<file path="config.mk">
export PLATFORM = sky130hd
export DESIGN_NAME = sram_host_ctrl
export DESIGN_NICKNAME = d
export VERILOG_FILES = /design/src/hdl/sram_port_pkg.sv /design/src/hdl/sram_host_ctrl.sv
export VERILOG_INCLUDE_DIRS = /design/src /design/src/hdl
export SDC_FILE = /design/constraint.sdc
export NUM_CORES = 1
export LEC_CHECK = 0
export BUFFER_PORTS_ARGS = -buffer_cell sky130_fd_sc_hd__buf_2
export CAP_MARGIN = 30
export CORE_MARGIN = 8
export CORE_UTILIZATION = 52
export DETAILED_ROUTE_END_ITERATION = 12
export GPL_ROUTABILITY_DRIVEN = 0
export PLACE_DENSITY = 0.95
export SYNTH_ARGS = -nofsm -noshare
export SYNTH_HDL_FRONTEND = slang
export SYNTH_SLANG_ARGS = --single-unit
</file>
<file path="constraint.sdc">
create_clock -name clk_sys -period 3.29 [get_ports clk_sys]
set_clock_uncertainty 0.2 [all_clocks]
set_input_delay 0 -clock clk_sys [delete_from_list [all_inputs] [get_ports clk_sys]]
set_output_delay 0 -clock clk_sys [all_outputs]
set_load 0.01 [all_outputs]
</file>
<file path="src/hdl/sram_port_consts.svh">
/*
  Timing and layout constants for the static memory port controller.
  Assumes a 25 MHz system clock; times in ns, counts derived by rounding.
*/
`ifndef SRAM_PORT_CONSTS_SVH
`define SRAM_PORT_CONSTS_SVH

`define CLK_PERIOD_NS 40
`define ADDR_W 15
`define DATA_W 8
// Strobe-to-float delay and write data setup time, worst grade
`define STROBE_TO_FLOAT_DELAY_NS 7
`define WRITE_DATA_SETUP_TIME_NS 8
`define READ_CYCLE_NS 15
`define WRITE_PULSE_NS 10
// Least times round up, never below one cycle
`define CEIL_CYC(ns) ((((ns) + `CLK_PERIOD_NS - 1) / `CLK_PERIOD_NS) < 1 ? 1 : \
  (((ns) + `CLK_PERIOD_NS - 1) / `CLK_PERIOD_NS))
`define FLOAT_CYC `CEIL_CYC(`STROBE_TO_FLOAT_DELAY_NS)
`define SETUP_CYC `CEIL_CYC(`WRITE_DATA_SETUP_TIME_NS)
`define PULSE_CYC `CEIL_CYC(`WRITE_PULSE_NS)
`define READ_CYC `CEIL_CYC(`READ_CYCLE_NS)
`define CNT_W 4
`define CNT_ZERO 4'h0
`define CNT_ONE 4'h1

`endif

</file>
<file path="src/hdl/sram_port_pkg.sv">
/*
  Types for the static memory port controller.
  Assumes the constants header is included first.
*/
`include "sram_port_consts.svh"

package sram_port_pkg;
  typedef enum logic [2:0] {
    ST_IDLE,
    ST_RD_SETUP,
    ST_RD_WAIT,
    ST_WR_FLOAT,
    ST_WR_DATA,
    ST_WR_END
  } ctl_state_e;

  // Pin group seen by the memory, all active-low controls
  typedef struct packed {
    logic [`ADDR_W-1:0] addr;
    logic chip_sel_b;
    logic write_strobe_b;
    logic out_drive_b;
  } mem_ctl_s;
endpackage : sram_port_pkg

</file>
<file path="src/hdl/sram_host_ctrl.sv">
/*
  Host controller for an asynchronous 32K x 8 static memory.
  Assumes a single 25 MHz clock; request inputs synchronous to it; the
  testbench resolves the data wire from data_oe.
*/
`timescale 1ns/1ps
`include "sram_port_consts.svh"

module sram_host_ctrl
  import sram_port_pkg::*;
#(
  parameter int ADDR_W = `ADDR_W,
  parameter int DATA_W = `DATA_W
) (
  // Clock and reset
  input wire logic clk_sys,
  input wire logic rst_b,
  // User request side
  input wire logic req_valid,
  input wire logic req_write,
  input wire logic [ADDR_W-1:0] req_addr,
  input wire logic [DATA_W-1:0] req_wdata,
  output logic req_ready,
  output logic rd_valid,
  output logic [DATA_W-1:0] rd_data,
  // Memory pins
  output logic [ADDR_W-1:0] mem_addr,
  output logic chip_sel_b,
  output logic write_strobe_b,
  output logic out_drive_b,
  output logic [DATA_W-1:0] data_out,
  output logic data_oe,
  input wire logic [DATA_W-1:0] data_in
);

  function automatic logic [`CNT_W-1:0] cyc(input int n);
    cyc = n[`CNT_W-1:0];
  endfunction : cyc

  // True once a wait count has run out
  function automatic logic cnt_done(input logic [`CNT_W-1:0] c);
    cnt_done = (c == `CNT_ZERO);
  endfunction : cnt_done

  ctl_state_e state_reg, state_next;
  mem_ctl_s pins_reg, pins_next;
  logic [`CNT_W-1:0] cnt_reg, cnt_next;
  logic [DATA_W-1:0] dout_reg, dout_next;
  logic oe_reg, oe_next;
  logic ready_reg, ready_next;
  logic rdv_reg, rdv_next;
  logic [DATA_W-1:0] rdat_reg, rdat_next;
  // Counter load request and read capture strobe from the sequencer
  logic cnt_load;
  logic [`CNT_W-1:0] cnt_load_val;
  logic rd_capture;

  // Sequencer, memory controls and data drive
  always_comb begin
    state_next = state_reg;
    pins_next = pins_reg;
    dout_next = dout_reg;
    oe_next = oe_reg;
    ready_next = ready_reg;
    cnt_load = 1'b0;
    cnt_load_val = `CNT_ZERO;
    rd_capture = 1'b0;
    case (state_reg)
      ST_IDLE: begin
        // Deselected: standby, all controls high, pins floating
        pins_next.chip_sel_b = 1'b1;
        pins_next.write_strobe_b = 1'b1;
        pins_next.out_drive_b = 1'b1;
        oe_next = 1'b0;
        if (req_valid && ready_reg) begin
          ready_next = 1'b0;
          // Address set a cycle before select falls
          pins_next.addr = req_addr[`ADDR_W-1:0];
          if (req_write) begin
            dout_next = req_wdata;
            state_next = ST_WR_FLOAT;
          end else begin
            state_next = ST_RD_SETUP;
          end
        end
      end
      ST_RD_SETUP: begin
        pins_next.chip_sel_b = 1'b0;
        pins_next.out_drive_b = 1'b0;
        pins_next.write_strobe_b = 1'b1;
        cnt_load = 1'b1;
        cnt_load_val = cyc(`READ_CYC);
        state_next = ST_RD_WAIT;
      end
      ST_RD_WAIT: begin
        if (cnt_done(cnt_reg)) begin
          rd_capture = 1'b1;
          // Further reads stay selected; new address is a fresh access
          if (req_valid && !req_write) begin
            pins_next.addr = req_addr[`ADDR_W-1:0];
            cnt_load = 1'b1;
            cnt_load_val = cyc(`READ_CYC);
          end else begin
            pins_next.chip_sel_b = 1'b1;
            pins_next.out_drive_b = 1'b1;
            ready_next = 1'b1;
            state_next = ST_IDLE;
          end
        end
      end
      ST_WR_FLOAT: begin
        // Drive stays high so the memory never drives during a write
        pins_next.out_drive_b = 1'b1;
        pins_next.chip_sel_b = 1'b0;
        pins_next.write_strobe_b = 1'b0;
        cnt_load = 1'b1;
        cnt_load_val = cyc(`FLOAT_CYC);
        state_next = ST_WR_DATA;
      end
      ST_WR_DATA: begin
        if (cnt_done(cnt_reg)) begin
          // Data after the float delay, then setup plus pulse width
          oe_next = 1'b1;
          cnt_load = 1'b1;
          cnt_load_val = cyc(`SETUP_CYC + `PULSE_CYC);
          state_next = ST_WR_END;
        end
      end
      ST_WR_END: begin
        if (cnt_done(cnt_reg)) begin
          // Strobe ends the write; select and data hold a cycle longer
          pins_next.write_strobe_b = 1'b1;
          state_next = ST_IDLE;
          ready_next = 1'b1;
        end
      end
      default: begin
        state_next = ST_IDLE;
        ready_next = 1'b1;
      end
    endcase
  end

  // Wait counter: a load wins over the count down
  always_comb begin
    cnt_next = cnt_reg;
    if (cnt_load) begin
      cnt_next = cnt_load_val;
    end else if (!cnt_done(cnt_reg)) begin
      cnt_next = cnt_reg - `CNT_ONE;
    end
  end

  // Read return: one-cycle valid, byte held until the next read
  always_comb begin
    rdv_next = rd_capture;
    rdat_next = rdat_reg;
    if (rd_capture) begin
      rdat_next = data_in;
    end
  end

  // The idle state drops select and data one cycle after the strobe rose
  always_ff @(posedge clk_sys or negedge rst_b) begin
    if (!rst_b) begin
      state_reg <= ST_IDLE;
      pins_reg <= '{addr: '0, chip_sel_b: 1'b1, write_strobe_b: 1'b1, out_drive_b: 1'b1};
      dout_reg <= '0;
      oe_reg <= 1'b0;
      ready_reg <= 1'b1;
    end else begin
      state_reg <= state_next;
      pins_reg <= pins_next;
      dout_reg <= dout_next;
      oe_reg <= oe_next;
      ready_reg <= ready_next;
    end
  end

  always_ff @(posedge clk_sys or negedge rst_b) begin
    if (!rst_b) begin
      cnt_reg <= `CNT_ZERO;
    end else begin
      cnt_reg <= cnt_next;
    end
  end

  always_ff @(posedge clk_sys or negedge rst_b) begin
    if (!rst_b) begin
      rdv_reg <= 1'b0;
      rdat_reg <= '0;
    end else begin
      rdv_reg <= rdv_next;
      rdat_reg <= rdat_next;
    end
  end

  assign mem_addr = pins_reg.addr;
  assign chip_sel_b = pins_reg.chip_sel_b;
  assign write_strobe_b = pins_reg.write_strobe_b;
  assign out_drive_b = pins_reg.out_drive_b;
  assign data_out = dout_reg;
  assign data_oe = oe_reg;
  assign req_ready = ready_reg;
  assign rd_valid = rdv_reg;
  assign rd_data = rdat_reg;

endmodule : sram_host_ctrl

</file>
==> metrics.txt <==
antenna violation net count after detailed routing=0; Post-Layout Inst Area=0.002721 sq mm; global-route wire length before repair=between 8000 and 9000 um; Comb power frac=45.1%; CP Launch Type=register; Mapped Nets=182; critical path class=register to register; WP data required=roughly 3.3 ns; Iter 0 DRT Violations=around 190; Yosys warning count=0; Post-CTS Setup Inserts=0; Net Sw Power=0.8967 mW; routed via count divided by cell count=approximately 5; Critical-path top delay cell=dfrtp_1; Synth top area share=52.42%; Starting Density=52.95%; Netlist cell types=35; clock share of power=between 10% and 20%; max reg flops=15; Clock Latency Late Sink=0.29 ns; Worst Tran Pin Value=slightly above 0.9 ns; CP Cell Sequence=nor3_1 > nor2b_1 > mux2_2; Tmin final=2.208 ns; CTS Sinks=between 40 and 50; DR pass1 iterations=4; Global Route Usage Sum=17.67%; Seq/Total Area, Yosys=57.93%; status=finished, final reports clean; Core ar.=0.003606 sq mm; Slew Viols, Final=0; final setup fails=0; Yosys reg bits=44; clock-pin slew on the worst setup and hold paths=~0.08 ns; synth-to-layout area growth=42.53%; power share of the sequential group=41.5%; Max stage delay on crit path=0.58 ns; Switching Share=36.50%; fin nets=about 290; Cell Pwr Density=between 900 and 1000 mW/mm^2; CP Capture Type=register; n_diodes=0; Root Buffer=clkbuf_8; cts bufs inserted=5; Post-Syn Area per Cell=13.08 sq um; Cells after Synth=approximately 150; commonest non-fill, non-tap cell in the layout=buf_2; initial antenna violation count=0; Fin Setup TNS=0 ns; DP HPWL=3203 um; Max clock buf depth=2; Area after DPL=0.002296 sq mm; worst endpoint data arrival time=2.19 ns; CTS tree=done; CP max FO=19; largest net degree at the start of global routing=45; dominant cells by area after synthesis=dfrtp_1, mux2_2, mux2_4; vias in the first global route=1718; Total Wirelength=between 4000 and 5000 um; max_cap viols=0; area occupied by multi-input gates=740.7 sq um; count of port buffers added during placement=a little over 70; H-tree levels=2; Filler cells=245; row count=22; io pins=72; DIE HEIGHT=76.60 um; Post-Syn Area=0.001909 sq mm; Residual DRC=0; final hold vios=0; most frequent cells in the layout=buf_2, dfrtp_1, dlygate4sd3_1; chip width=76.60 um; final global-route overflow total=0; internal power=1.560 mW; VDD IR max=507.2 uV; HP Class=input pin to async pin; Final Cycle Share=67.13%; share of cells above drive strength 1=roughly 46%; die area=0.005867 sq mm; normalized max-slew margin=37.64%; fmax=452.8 MHz; area occupied by registers=0.001106 sq mm; average wire per standard cell=16.33 um; Synth area leader=dfrtp_1; unrepaired setup endpoints after global routing=no; vias=1550; Static Leak=1.316 nW
-- power groups by stage --
| stage | sequential, mW | combinational, mW | clock [mW] |
|---|---|---|---|
| floorplan | 1.07 | 0.631 | 0 |
| detailed placement | 1.01 | 1.08 | 0 |
| CTS | 1.01 | 1.11 | 0.334 |
| finish | 1.02 | 1.11 | 0.329 |
| global route | 1.06 | 1.22 | 0.359 |
| global placement | 1.00 | 1.04 | 0 |
-- repair_timing --
item,4_1_cts,5_1_grt
endpoints found under the hold margin,74,0
resized for setup,0,0
setup endpoints to repair,0,0
hold buffers,34,0
-- layout make-up --
class                   count  share of cell area (%)
clock buffers               7                   2.805
inverters                   5                  0.6897
well taps                  48                   2.207
flip-flops and latches     44                   40.64
repair buffers            107                   26.11
clock inverters             1                  0.3218
multi-input cells          90                   27.22
-- through the flow --
| step | hold WS (ns) | worst slack, ns | total power [mW] | util, % | std cells |
|---|---|---|---|---|---|
| 2_1_floorplan | -0.4956 | 1.402 | 1.705 | - | 146 |
| 3_3_place_gp | -0.01517 | 1.218 | 2.041 | 63.67 | 260 |
| 3_5_place_dp | -0.0004216 | 1.104 | 2.097 | 63.67 | 260 |
| 4_1_cts | 0.2263 | 1.104 | 2.454 | 75.47 | 302 |
| 5_1_grt | 0.2598 | 0.9608 | 2.632 | 75.47 | 302 |
| 6_report | 0.1732 | 1.082 | 2.457 | 75.47 | 302 |
-- cell usage after synthesis --
cell       instances
o21a_1             1
o21ai_0            4
o22a_1             1
mux2_2            21
ha_1               1
nand2_1            4
a32oi_1            1
o2111ai_1          1
a21oi_1            9
a21o_1             1
o211ai_1           1
a21oi_2            1
nor2b_1            1
a211oi_1           1
nand3_1            2
or3b_4             1
dfrtp_1           40
clkbuf_1           3
nand3b_1           3
nor3_1             3
mux2_4            10
xnor2_1            1
nor2_1            11
nand2b_1           3
inv_1              5
buf_6              2
a221oi_1           1
nor2_2             1
dfstp_2            4
or3_1              1
buf_2              2
a31oi_1            2
and2_1             1
nor3b_2            1
and4b_1            1
-- worst max-delay path, delay by kind of cell, from the launching register on --
family	cells	cell delay, ns
flip-flops	1	0.58
multiplexers	1	0.43
AND/OR/NAND/NOR	2	0.89
-- kinds of logic after synthesis --
kind of cell | after synthesis | share of synthesized area, %
flops | 44 | 57.93
simple gates | 33 | 9.502
mux | 31 | 20.25
compound gates | 24 | 7.930
buf+inv | 12 | 3.277
xor+xnor | 1 | 0.4588
fa+ha+maj | 1 | 0.6552
-- per-layer routing --
metal	GRT usage (%)	up-vias	wire length, um	share of wire (%)
li1	-	727	-	-
met1	18.05	754	1774	36
met2	32.48	62	2683	54
met3	6.722	7	397	8.0
met4	5.000	0	77	1.6
met5	0	-	0	0
-- final timing paths --
path                         startpoint          end  slack (ns)  cells after the start
max                        state_reg[2]  data_out[2]        1.08                      3
min                               rst_b      data_oe        0.17                      2
max reg2reg                state_reg[2]  data_out[2]        1.08                      3
min reg2reg                  rd_data[1]   rd_data[1]        0.30                      1
max in group asynchronous         rst_b  mem_addr[0]        2.12                      2
min in group clk_sys        req_addr[4]  mem_addr[4]        0.27                      3
(Power assumes the default switching activity.)
